--- src/common/axis_status_pkg.sv ---
// shared types and constants for the axis status word block
package axis_status_pkg;
    localparam int STATUS_W = 16;
    localparam logic [STATUS_W-1:0] STATUS_RST = 16'h0000;
    localparam int BIT_EMG = 15;
    localparam int BIT_READY = 14;
    localparam int BIT_ZONE2 = 13;
    localparam int BIT_ZONE1 = 12;
    localparam int BIT_PZONE = 11;
    localparam int BIT_TEACH = 10;
    localparam int BIT_RDDONE = 9;
    localparam int BIT_MFIN = 8;
    localparam int BIT_MINOR = 7;
    localparam int BIT_LOAD = 6;
    localparam int BIT_PMISS = 5;
    localparam int BIT_SERVO = 4;
    localparam int BIT_FAULT = 3;
    localparam int BIT_MOVE = 2;
    localparam int BIT_HOMED = 1;
    localparam int BIT_INPOS = 0;
    localparam logic FLAG_ON = 1'b1;
    localparam logic FLAG_OFF = 1'b0;
    localparam logic [31:0] WIDTH_MAX = 32'h000F423F;
    localparam logic [15:0] SPEED_MIN = 16'h0001;
    localparam logic [15:0] ACCEL_MIN = 16'h0001;
    localparam logic [15:0] ACCEL_MAX = 16'h012C;
    localparam logic [15:0] PRESS_MAX = 16'h00FF;
    localparam logic [31:0] WORD32_RST = 32'h00000000;
    localparam logic [15:0] WORD16_RST = 16'h0000;

    typedef enum logic {PRESS_METHOD_A, PRESS_METHOD_B} press_method_t;

    typedef struct packed {
        logic [31:0] target;
        logic [31:0] width;
        logic [15:0] speed;
        logic [15:0] accel;
        logic [15:0] press_cur;
        press_method_t press_method;
        logic press;
    } move_cmd_t;

    typedef struct packed {
        logic pos_done;
        logic home_done;
        logic press_done;
        logic press_fail;
        logic move_start;
        logic read_done;
        logic read_req;
    } axis_ev_t;

    typedef struct packed {
        logic servo_on;
        logic alarm;
        logic moving;
        logic overload_warn;
        logic msg_error;
        logic load_ok;
        logic home_lost;
        logic emg_stop;
        logic ready;
        logic teach;
        logic zone1;
        logic zone2;
        logic pzone;
    } axis_lvl_t;

    typedef struct packed {
        logic [31:0] target;
        logic [31:0] width;
        logic [15:0] speed;
        logic [15:0] accel;
        logic [15:0] decel;
        logic [15:0] press_cur;
        press_method_t press_method;
        logic press;
    } axis_drive_t;
endpackage

--- src/verilog/axis_status_word_direct_mode.sv ---
// status word builder and direct-value command path for one axis
// Summary of operation
// - every flag reads 1 when on and 0 when off.
// - data-read-done flag, bit 9, sets when a read finishes.
// - motion-finished, bit 8, sets on any completion or press fail; clears at move start.
// - motion-finished is held at zero while the servo is off.
// - minor-alarm, bit 7, set on overload warning or message-level error.
// - force-judgement, bit 6, follows whether the load criterion is achieved.
// - press-miss, bit 5, sets when pressing ends without touching the workpiece.
// - servo-on, bit 4, set once standby is finished and servo energised.
// - fault, bit 3, stays set while an alarm is active.
// - moving, bit 2, set throughout motion.
// - homed, bit 1, sets at homing done, holds until home reference lost.
// - in-position, bit 0, sets at positioning done, holds stopped with servo on.
// - one shared acceleration/deceleration value only.
// - in direct mode, zone flags 1 and 2 count only once their ranges are configured, and the position zone flag reads 0.
// - commanded speed may change while a move is in progress.
// - pressing offers a choice between two pressing methods.
// - emergency-stop flag, bit 15, set during an emergency stop.
`timescale 1ns/100ps
`default_nettype none
module axis_status_word_direct_mode (
    input wire logic CLK,
    input wire logic SYS_RST,
    input wire logic DIRECT_MODE,
    input wire logic ZONE1_CFG,
    input wire logic ZONE2_CFG,
    input wire axis_status_pkg::axis_ev_t AXIS_EV,
    input wire axis_status_pkg::axis_lvl_t AXIS_LVL,
    input wire logic CMD_VALID,
    input wire axis_status_pkg::move_cmd_t CMD,
    input wire logic SPEED_WR,
    input wire logic [15:0] SPEED_VAL,
    output logic [15:0] STATUS_WORD,
    output axis_status_pkg::axis_drive_t DRIVE,
    output logic MOVE_GO,
    output logic SPEED_UPD,
    output logic CMD_ERR
);
    import axis_status_pkg::*;

    logic rd_done_r;
    logic rd_done_nxt;
    logic mfin_r;
    logic mfin_nxt;
    logic pmiss_r;
    logic pmiss_nxt;
    logic homed_r;
    logic homed_nxt;
    logic inpos_r;
    logic inpos_nxt;
    logic minor_nxt;
    logic emg_nxt;
    logic load_nxt;
    logic servo_nxt;
    logic fault_nxt;
    logic move_nxt;
    logic zone1_nxt;
    logic zone2_nxt;
    logic pzone_nxt;
    logic any_done;
    logic cmd_ok;
    logic speed_ok;
    logic [15:0] word_nxt;

    // read completion sticks until the next read is requested; set wins
    always_comb begin
        rd_done_nxt = rd_done_r;
        if (AXIS_EV.read_req) begin
            rd_done_nxt = FLAG_OFF;
        end
        if (AXIS_EV.read_done) begin
            rd_done_nxt = FLAG_ON;
        end
    end

    always_ff @(posedge CLK or posedge SYS_RST) begin
        if (SYS_RST) begin
            rd_done_r <= FLAG_OFF;
        end else begin
            rd_done_r <= rd_done_nxt;
        end
    end

    assign any_done = AXIS_EV.pos_done | AXIS_EV.home_done
                    | AXIS_EV.press_done | AXIS_EV.press_fail;

    // a completion in the same cycle as a move start is kept
    always_comb begin
        mfin_nxt = mfin_r;
        if (AXIS_EV.move_start) begin
            mfin_nxt = FLAG_OFF;
        end
        if (any_done) begin
            mfin_nxt = FLAG_ON;
        end
        if (!AXIS_LVL.servo_on) begin
            mfin_nxt = FLAG_OFF;
        end
    end

    always_ff @(posedge CLK or posedge SYS_RST) begin
        if (SYS_RST) begin
            mfin_r <= FLAG_OFF;
        end else begin
            mfin_r <= mfin_nxt;
        end
    end

    // press miss lasts until the next movement starts
    always_comb begin
        pmiss_nxt = pmiss_r;
        if (AXIS_EV.move_start) begin
            pmiss_nxt = FLAG_OFF;
        end
        if (AXIS_EV.press_fail) begin
            pmiss_nxt = FLAG_ON;
        end
    end

    always_ff @(posedge CLK or posedge SYS_RST) begin
        if (SYS_RST) begin
            pmiss_r <= FLAG_OFF;
        end else begin
            pmiss_r <= pmiss_nxt;
        end
    end

    always_comb begin
        homed_nxt = homed_r;
        if (AXIS_LVL.home_lost) begin
            homed_nxt = FLAG_OFF;
        end
        if (AXIS_EV.home_done) begin
            homed_nxt = FLAG_ON;
        end
    end

    always_ff @(posedge CLK or posedge SYS_RST) begin
        if (SYS_RST) begin
            homed_r <= FLAG_OFF;
        end else begin
            homed_r <= homed_nxt;
        end
    end

    // a failed press never reports in-position, even with press_done beside it
    always_comb begin
        inpos_nxt = inpos_r;
        if (AXIS_EV.move_start || !AXIS_LVL.servo_on) begin
            inpos_nxt = FLAG_OFF;
        end
        if (AXIS_EV.pos_done
            || (AXIS_EV.press_done && !AXIS_EV.press_fail)) begin
            inpos_nxt = FLAG_ON;
        end
        if (AXIS_EV.press_fail || !AXIS_LVL.servo_on) begin
            inpos_nxt = FLAG_OFF;
        end
    end

    always_ff @(posedge CLK or posedge SYS_RST) begin
        if (SYS_RST) begin
            inpos_r <= FLAG_OFF;
        end else begin
            inpos_r <= inpos_nxt;
        end
    end

    assign minor_nxt = AXIS_LVL.overload_warn | AXIS_LVL.msg_error;
    // level bits keep no memory of their own, they mirror the axis
    assign emg_nxt = AXIS_LVL.emg_stop;
    assign load_nxt = AXIS_LVL.load_ok;
    assign servo_nxt = AXIS_LVL.servo_on;
    assign fault_nxt = AXIS_LVL.alarm;
    assign move_nxt = AXIS_LVL.moving;
    // in direct mode unconfigured zones would report a meaningless range, so they read off
    assign zone1_nxt = AXIS_LVL.zone1 & (ZONE1_CFG | !DIRECT_MODE);
    assign zone2_nxt = AXIS_LVL.zone2 & (ZONE2_CFG | !DIRECT_MODE);
    assign pzone_nxt = AXIS_LVL.pzone & !DIRECT_MODE;

    // word built from next values so flags and word change on the same edge
    always_comb begin
        word_nxt = STATUS_RST;
        word_nxt[BIT_EMG] = emg_nxt;
        word_nxt[BIT_READY] = AXIS_LVL.ready;
        word_nxt[BIT_ZONE2] = zone2_nxt;
        word_nxt[BIT_ZONE1] = zone1_nxt;
        word_nxt[BIT_PZONE] = pzone_nxt;
        word_nxt[BIT_TEACH] = AXIS_LVL.teach;
        word_nxt[BIT_RDDONE] = rd_done_nxt;
        word_nxt[BIT_MFIN] = mfin_nxt;
        word_nxt[BIT_MINOR] = minor_nxt;
        word_nxt[BIT_LOAD] = load_nxt;
        word_nxt[BIT_PMISS] = pmiss_nxt;
        word_nxt[BIT_SERVO] = servo_nxt;
        word_nxt[BIT_FAULT] = fault_nxt;
        word_nxt[BIT_MOVE] = move_nxt;
        word_nxt[BIT_HOMED] = homed_nxt;
        word_nxt[BIT_INPOS] = inpos_nxt;
    end

    // a single register stage: every bit shows one edge after its cause
    always_ff @(posedge CLK or posedge SYS_RST) begin
        if (SYS_RST) begin
            STATUS_WORD <= STATUS_RST;
        end else begin
            STATUS_WORD <= word_nxt;
        end
    end

    // range checks of the numeric command words, one each for width, speed, accel and press current; target is unchecked
    logic width_ok;
    logic speed_min_ok;
    logic accel_ok;
    logic press_ok;
    logic cmd_take;
    logic speed_take;
    logic err_set;
    logic err_clr;
    // profile registers; the drive output is only their concatenation
    logic [31:0] target_r;
    logic [31:0] width_r;
    logic [15:0] speed_r;
    logic [15:0] accel_r;
    logic [15:0] press_cur_r;
    press_method_t press_method_r;
    logic press_r;

    assign width_ok = CMD.width <= WIDTH_MAX;
    assign speed_min_ok = CMD.speed >= SPEED_MIN;
    assign accel_ok = (CMD.accel >= ACCEL_MIN) && (CMD.accel <= ACCEL_MAX);
    assign press_ok = CMD.press_cur <= PRESS_MAX;
    assign cmd_ok = width_ok && speed_min_ok && accel_ok && press_ok;
    assign speed_ok = SPEED_VAL >= SPEED_MIN;

    // out-of-range commands are dropped whole rather than clamped,
    // so the axis never runs on a half-updated profile
    assign cmd_take = CMD_VALID && cmd_ok && DIRECT_MODE;
    // a full command wins over a lone speed write in the same cycle
    assign speed_take = SPEED_WR && speed_ok && DIRECT_MODE && !cmd_take;
    // a bad word in either path raises the error, any other word lowers it
    assign err_set = (CMD_VALID && !cmd_ok) || (SPEED_WR && !speed_ok);
    assign err_clr = CMD_VALID || SPEED_WR;

    // profile words hold until the next accepted command; speed also takes accepted speed writes
    always_ff @(posedge CLK or posedge SYS_RST) begin
        if (SYS_RST) begin
            target_r <= WORD32_RST;
        end else if (cmd_take) begin
            target_r <= CMD.target;
        end
    end

    always_ff @(posedge CLK or posedge SYS_RST) begin
        if (SYS_RST) begin
            width_r <= WORD32_RST;
        end else if (cmd_take) begin
            width_r <= CMD.width;
        end
    end

    // speed alone may be rewritten, also in the middle of a move
    always_ff @(posedge CLK or posedge SYS_RST) begin
        if (SYS_RST) begin
            speed_r <= WORD16_RST;
        end else if (cmd_take) begin
            speed_r <= CMD.speed;
        end else if (speed_take) begin
            speed_r <= SPEED_VAL;
        end
    end

    // decel has no register of its own, so the two ramps cannot differ
    always_ff @(posedge CLK or posedge SYS_RST) begin
        if (SYS_RST) begin
            accel_r <= WORD16_RST;
        end else if (cmd_take) begin
            accel_r <= CMD.accel;
        end
    end

    always_ff @(posedge CLK or posedge SYS_RST) begin
        if (SYS_RST) begin
            press_cur_r <= WORD16_RST;
        end else if (cmd_take) begin
            press_cur_r <= CMD.press_cur;
        end
    end

    // method and press flag travel with the rest of the profile
    always_ff @(posedge CLK or posedge SYS_RST) begin
        if (SYS_RST) begin
            press_method_r <= PRESS_METHOD_A;
        end else if (cmd_take) begin
            press_method_r <= CMD.press_method;
        end
    end

    always_ff @(posedge CLK or posedge SYS_RST) begin
        if (SYS_RST) begin
            press_r <= FLAG_OFF;
        end else if (cmd_take) begin
            press_r <= CMD.press;
        end
    end

    assign DRIVE = {target_r, width_r, speed_r, accel_r, accel_r,
                    press_cur_r, press_method_r, press_r};

    // one strobe per accepted command
    always_ff @(posedge CLK or posedge SYS_RST) begin
        if (SYS_RST) begin
            MOVE_GO <= FLAG_OFF;
        end else begin
            MOVE_GO <= cmd_take;
        end
    end

    // at rest a new speed just waits for the next move, so no strobe
    always_ff @(posedge CLK or posedge SYS_RST) begin
        if (SYS_RST) begin
            SPEED_UPD <= FLAG_OFF;
        end else begin
            SPEED_UPD <= speed_take && AXIS_LVL.moving;
        end
    end

    // error stays up until a good command or speed write arrives, even one not taken outside direct mode
    always_ff @(posedge CLK or posedge SYS_RST) begin
        if (SYS_RST) begin
            CMD_ERR <= FLAG_OFF;
        end else if (err_set) begin
            CMD_ERR <= FLAG_ON;
        end else if (err_clr) begin
            CMD_ERR <= FLAG_OFF;
        end
    end
endmodule
`default_nettype wire

--- config.mk ---
export PLATFORM = sky130hd
export DESIGN_NAME = axis_status_word_direct_mode
export DESIGN_NICKNAME = d
export VERILOG_FILES = /design/src/common/axis_status_pkg.sv /design/src/verilog/axis_status_word_direct_mode.sv
export SDC_FILE = /design/constraint.sdc
export NUM_CORES = 1
export LEC_CHECK = 0
export ABC_AREA = 1
export BUFFER_PORTS_ARGS = -buffer_cell sky130_fd_sc_hd__buf_2
export CORE_AREA = 2 2 120 122
export DETAILED_ROUTE_END_ITERATION = 8
export DIE_AREA = 0 0 122 124
export GPL_TIMING_DRIVEN = 0
export HOLD_SLACK_MARGIN = 0.08
export MAX_ROUTING_LAYER = met4
export PLACE_DENSITY = 0.73
export SKIP_CTS_REPAIR_TIMING = 1
export SLEW_MARGIN = 20
export SYNTH_ARGS = -nofsm -noshare
export SYNTH_HDL_FRONTEND = slang
export SYNTH_SLANG_ARGS = --single-unit
--- constraint.sdc ---
create_clock -name CLK -period 13.5 [get_ports CLK]
set_input_delay 2.7 -clock CLK [delete_from_list [all_inputs] [get_ports CLK]]
set_output_delay 2.7 -clock CLK [all_outputs]
set_load 0.02 [all_outputs]
==> results.md, run 1 <==
* Number of flops mapped to enable cells by yosys at 0
* # IOs at between 300 and 400
* Top FF cell, synth: dfrtp_1
* Number of global-route vias before repair at between 4000 and 5000
* Hold path cells at 2
* Design area at 7870 um^2
* Synthesized area at between 5000 and 6000 um^2
* RD Place Congestion at 0.933
* Critical path's top delay family: simple AND/OR/NAND/NOR gates
* Clk Tree Root Cell: clkbuf_16
* Status: complete, no violations
* Synth Register Bits at 133
* Crit path cell chain: buf_2 > nor4_1 > nand3_1 > nand3_2 > inv_2 > buf_2 > nand3_1 > nand3_1
* Initial antenna violation count at 1
* Syn avg cell area at approximately 8.8 um^2
* Via count at 5190
* Final Cycle Share at between 20% and 30%
* Worst path depth at 8
* PD cells at around 120 nW/um^2
* Leak at 4.97 nW
* Slowest-stage cell, CP: nor4_1
* Pin count of the biggest net entering global routing at 80
* Register area share after synthesis at 60.8%
* Latest clock arrival within the worst-skew pair at 0.40 ns
* Worst min-delay path startpoint: width_r[27]
* Peak fanout along the critical path at 10
* 1st-iter DRT viols at about 350
* TritonCTS clock tree: built
* PortBufs at ~310
* Worst hold path type: reg2reg
* Vias/cell at 4.54
* ANT nets after route at 0
* Die area at 15100 um^2
* CTS Buf Count at 17
* Warnings, synthesis at 0
* Slew HR at ~60%
* FF-to-FF path depth at 4
* First-pass GRT wire length at 24300 um
* Most common cell in the synthesized netlist: nand2_1
* Slew Viols, Final at 0
* Area growth syn-to-layout at 43.8%
* Clock Sinks at 133
* Area leader, netlist: dfrtp_1
* Clock skew at 0 ns
* Worst setup SP type: primary input
* Max clock buf depth at 2
* Synth Net Count at between 700 and 800
* Element type at the critical path end: register
* Max-Cap Viols at 0
* Layout cells sized above 1 at 40.5%
* Synth async-reset ratio at 100%
* Worst Max-Slew Pin Slew at 0.586 ns
* DRC viols at 0
* Pwr Total at 0.957 mW
* Achievable frequency at 255 MHz
* Worst IR Drop VDD at 0.0655 mV
* H-tree depth at 4
* Synth top area cells: dfrtp_1, nand2_1, nand3_1
* Final setup viols at 0
* Grt total ovfl at 0
* Row count at 43
* Layout Nets at 1106
* Routed WL per cell at about 14 um
* Initial Util at 39.9%
* R2R Path Start: STATUS_WORD[8]
* Setup CP Type: in2reg
* RSZ-0062 raised after global routing: no
* CP dominant cell by count: nand3_1
* Top-area cell type share of the netlist area at 60.8%
* Die height at 124 um
* Synth top cells by count: nand2_1, dfrtp_1, nand3_1, inv_1, nor2_1
* Worst Path Required at about 14 ns
* CP arrival at 4.20 ns
* Synth Instances at between 600 and 700
* CP peak stage delay at 0.54 ns
* Overall routed net length at 16500 um
* Setup crit start: SPEED_VAL[6]
* 1st-pass router iterations at 4
* Final Hold Vio Count at 0
* Gr usage total at 22.0%
* Post-placement cell area at 7260 um^2
* WP buf/inv at 3
* Core Footprint at between 10000 and 15000 um^2
* CTS clock-pin slew for the worst setup and hold paths at 0.05 ns
* Distinct cell type count after synthesis at 24
* Post-route minimum period at 3.92 ns
* Post-DP HPWL at 12800 um
* Setup TNS at 0 ns
* Die W at around 120 um
stage by stage:
stage / util [%] / worst slack [ns] / hold slack (ns) / std cells
after detailed placement: 52.9 / 9.18 / 0.448 / 1110
final: 57.4 / 9.58 / 0.459 / 1142
after global placement: 52.7 / 5.72 / 0.443 / 1109
after floorplan: - / 7.25 / 0.443 / 624
after CTS: 57.4 / 9.60 / 0.463 / 1141
after global routing: 57.4 / 9.49 / 0.477 / 1142
report_power, final:
part	internal (mW)	switching [mW]
sequential	0.408	0.00488
clock	0.299	0.170
combinational	0.0313	0.0437
layer usage:
metal	vias up	routed length (um)	global-route usage, %
li1	2566	-	-
met1	2375	6310	24.7
met2	237	8590	38.4
met3	12	1450	6.23
met4	0	151	6.82
met5	-	0	-
area by class of cell:
class	instances	area [um^2]
inverters	52	203
repair buffers	306	1550
clock buffers	19	453
multi-input cells	391	1630
well taps	180	225
plain buffers	48	327
flip-flops and latches	133	3330
fillers	1261	5850
diodes	1	2.50
clock inverters	12	154
registers in the layout, summed over array words and instances, names as in the netlist:
name	cells
width_r	32
press_cur_r	16
target_r	32
CMD_ERR	1
press_r	1
press_method_r	1
accel_r	16
SPEED_UPD	1
speed_r	16
MOVE_GO	1
STATUS_WORD	16
worst min-delay path, cell delays in order, from the launching register on:
cell and delay, ns:
dfrtp_1 0.33, nand2_1 0.05, inv_1 0.04
path summary, 6_finish.rpt:
kind,to,slack (ns)
setup / recovery,speed_r[0],9.58
hold / removal,width_r[27],0.46
setup reg to reg,STATUS_WORD[8],12.78
hold reg to reg,width_r[27],0.46
max in group asynchronous,target_r[19],10.49
min in group asynchronous,STATUS_WORD[3],2.30
cells in the final DEF, fill, tap and decap left out, types with 2 or more instances in the layout:
| cell | netlist | routed |
|---|---|---|
| dfrtp_1 | 133 | 133 |
| nand4_1 | 3 | 3 |
| clkinvlp_4 | 0 | 3 |
| clkbuf_8 | 0 | 2 |
| nor4_1 | 2 | 2 |
| nand2_1 | 254 | 254 |
| nand3_1 | 71 | 71 |
| o21a_1 | 2 | 2 |
| clkinv_4 | 0 | 2 |
| o21ai_0 | 11 | 11 |
| bufinv_16 | 0 | 3 |
| buf_6 | 2 | 2 |
| inv_1 | 49 | 48 |
| nor3_1 | 2 | 2 |
| clkinv_2 | 0 | 3 |
| nor2_1 | 38 | 38 |
| buf_4 | 31 | 31 |
| buf_2 | 12 | 317 |
| inv_2 | 2 | 2 |
| clkbuf_1 | 3 | 3 |
| clkbuf_16 | 0 | 17 |
cell families (layout without fill, tap and decap cells):
group / count (synthesis) / after routing / synth area share (%)
AND/OR/NAND/NOR: 375 / 375 / 28.1
buffers and inverters: 100 / 437 / 9.53
flip-flops: 133 / 133 / 60.8
other: 0 / 1 / 0
AO/OA/AOI/OAI: 16 / 16 / 1.60
Power figures use the tool's default switching activity.
==> inputs of run 2 (changes only) <==
Settings changed: CORE_AREA 2 2 120 122 to 2 2 118 120, DIE_AREA 0 0 122 124 to 0 0 120 122, PLACE_DENSITY 0.73 to 0.75.
Clock period 13.5 ns to 3.7 ns, I/O delays scaled along.
==> run 2 against run 1 <==
  * Clock-buffer cell count decreased by 2
  * Routed wire length decreased by 0.93%
  * Total power increased to 3.7 times the previous value
  * Largest power group unchanged
  * Sequential share of layout area decreased by 0.25 points
  * Non-clock buffer count increased by 3
  * Die area decreased by 3.2%
  * Register-to-register slack got worse by 9.8 ns
  * Clock skew unchanged
  * Via count increased by 2.1%
  * Highest routed layer unchanged
  * Sequential cell count unchanged
  * Critical endpoint is now speed_r[1]
==> results.md, run 2 (synthesized netlist as in run 1, its figures left out) <==
* Status: complete, no violations
* # IOs at 306 (unchanged)
* # fillers at 1256 (-0.40%)
* Latest clock arrival within the worst-skew pair at 0.40 ns (about the same)
* Achievable frequency at 478 MHz
* PortBufs at 305 (unchanged)
* Final setup viols at 0 (unchanged)
* Max-Cap Viols at 0 (unchanged)
* Layout Nets at 1109 (+0.27%)
* Max clock buf depth at 2 (unchanged)
* Via count at 5297 (+2.1%)
* TritonCTS clock tree: built
* Final Hold Vio Count at 0 (unchanged)
* Area growth syn-to-layout at 44.6%
* Post-DP HPWL at 12500 um (-2.1%)
* Top layer in use: met4
* Initial antenna violation count at 0 (-1)
* R2R Path Start: STATUS_WORD[8]
* Clock Sinks at 133 (unchanged)
* Worst hold path type: in2async
* Layout cells sized above 1 at 40.6% (+0.12 points)
* FF-to-FF path depth at 4 (unchanged)
* Setup TNS at 0 ns (unchanged)
* Worst Path Required at 3.98 ns (-9.80 ns)
* DRC viols at 0 (unchanged)
* Slew Viols, Final at 0 (unchanged)
* Leading cell type in the layout, fill and taps excluded: buf_2
* Routed WL per cell at 14.3 um (-1.0%)
* Clock skew at 0 ns (unchanged)
* Most frequent cells in the layout: buf_2, nand2_1, dfrtp_1
* Vias/cell at 4.63 (+2.0%)
* Die W at 120 um (-1.6%)
* Overall routed net length at 16300 um (-0.93%)
* Die height at 122 um (-1.6%)
* H-tree depth at 4 (unchanged)
* Final Cycle Share at 56.5%
* Peak fanout along the critical path at 10 (unchanged)
* Element type at the critical path end: register
* Post-route minimum period at roughly 2.1 ns
* Initial Util at 40.6% (+0.64 points)
* Row count at 43 (unchanged)
* Grt total ovfl at 0 (unchanged)
* First-pass GRT wire length at 25700 um (+5.5%)
* Worst setup SP type: primary input
* ANT cells at 0 (-1)
* PD cells at 445 nW/um^2 (+270%)
* Minimum hold slack at 0.294 ns (-0.166 ns)
* Number of global-route vias before repair at 5181 (+7.8%)
* Worst Max-Slew Pin Slew at 0.641 ns (+0.0544 ns)
* Leak at 4.99 nW (+0.46%)
* Core Footprint at 13500 um^2 (-1.6%)
* Worst IR Drop VDD at 0.306 mV (+370%)
* RD Place Congestion at 0.890 (-4.6%)
* CP arrival at 2.37 ns (-1.83 ns)
* RSZ-0062 raised after global routing: no
* Largest regs: target_r: 32 flops, width_r: 32 flops
* Slew HR at 56.9% (-3.7 points)
* Met1 Wirelength at 6460 um (+2.4%)
* Clk Tree Root Cell: clkbuf_16
* Die area at 14600 um^2 (-3.2%)
* 1st-pass router iterations at 7 (+3)
* 1st-iter DRT viols at 311 (-10%)
* DR WL met2 at 8090 um (-5.8%)
* CTS clock-pin slew for the worst setup and hold paths at 0.06 ns (about the same)
* Gr usage total at 23.4% (+1.4 points)
* ANT nets after route at 0 (unchanged)
* Pin count of the biggest net entering global routing at 35 (-56%)
* Setup CP Type: in2reg
* CTS Buf Count at 17 (unchanged)
* Flop2flop setup slack at 3.00 ns (-9.78 ns)
* RR Endpoint: STATUS_WORD[8]
* Metal3 WL at 1360 um (-6.1%)
[run 2: routing by layer]
layer	up-vias	global-route usage, %
met4	0	10.1
met3	34	5.81
met5	-	-
met2	280	38.2
met1	2421	27.6
li1	2562	-
[run 2: worst max-delay path, stage by stage]
cell and delay [ns]:
buf_2 0.11, nor4_1 0.59, nand3_1 0.18, nand3_2 0.21, inv_2 0.13, buf_2 0.22, nand3_1 0.11, nand3_1 0.08
[run 2: how the worst max path moves through the flow]
stage | start | endpoint | cells past startpoint
final | SPEED_VAL[6] | speed_r[1] | 8
after global routing | SPEED_VAL[6] | speed_r[0] | 8
after CTS | CMD[62] | target_r[24] | 13
after detailed placement | CMD[62] | target_r[24] | 13
after global placement | SYS_RST | width_r[11] | 2
after floorplan | SYS_RST | CMD_ERR | 1
[run 2: area by class of cell]
| cell class | instances | area, um^2 | area share [%] |
|---|---|---|---|
| Sequential cell | 133 | 3330 | 42.0 |
| Inverter | 52 | 199 | 2.51 |
| Clock inverter | 13 | 181 | 2.29 |
| Buffer | 48 | 327 | 4.12 |
| Tap cell | 180 | 225 | 2.84 |
| Clock buffer | 17 | 425 | 5.37 |
| Timing Repair Buffer | 309 | 1610 | 20.3 |
| Multi-Input combinational cell | 391 | 1630 | 20.5 |
[run 2: power breakdown]
| part | internal, mW | leakage [nW] | switching (mW) |
|---|---|---|---|
| clock network | 1.12 | 0.295 | 0.615 |
| registers | 1.49 | 1.79 | 0.0168 |
| logic | 0.120 | 2.91 | 0.162 |
| total | 2.73 | 4.99 | 0.794 |
[run 2: through the flow]
stage	cells	util (%)	setup slack [ns]	area (um^2)	power (mW)
6_report	1143	58.6	1.61	7920	3.52
2_1_floorplan	624	-	1.31	5480	1.65
3_3_place_gp	1109	53.6	0.459	7230	1.80
3_5_place_dp	1113	54.1	1.26	7310	1.81
5_1_grt	1143	58.6	1.49	7920	3.66
4_1_cts	1143	58.6	1.69	7920	3.56
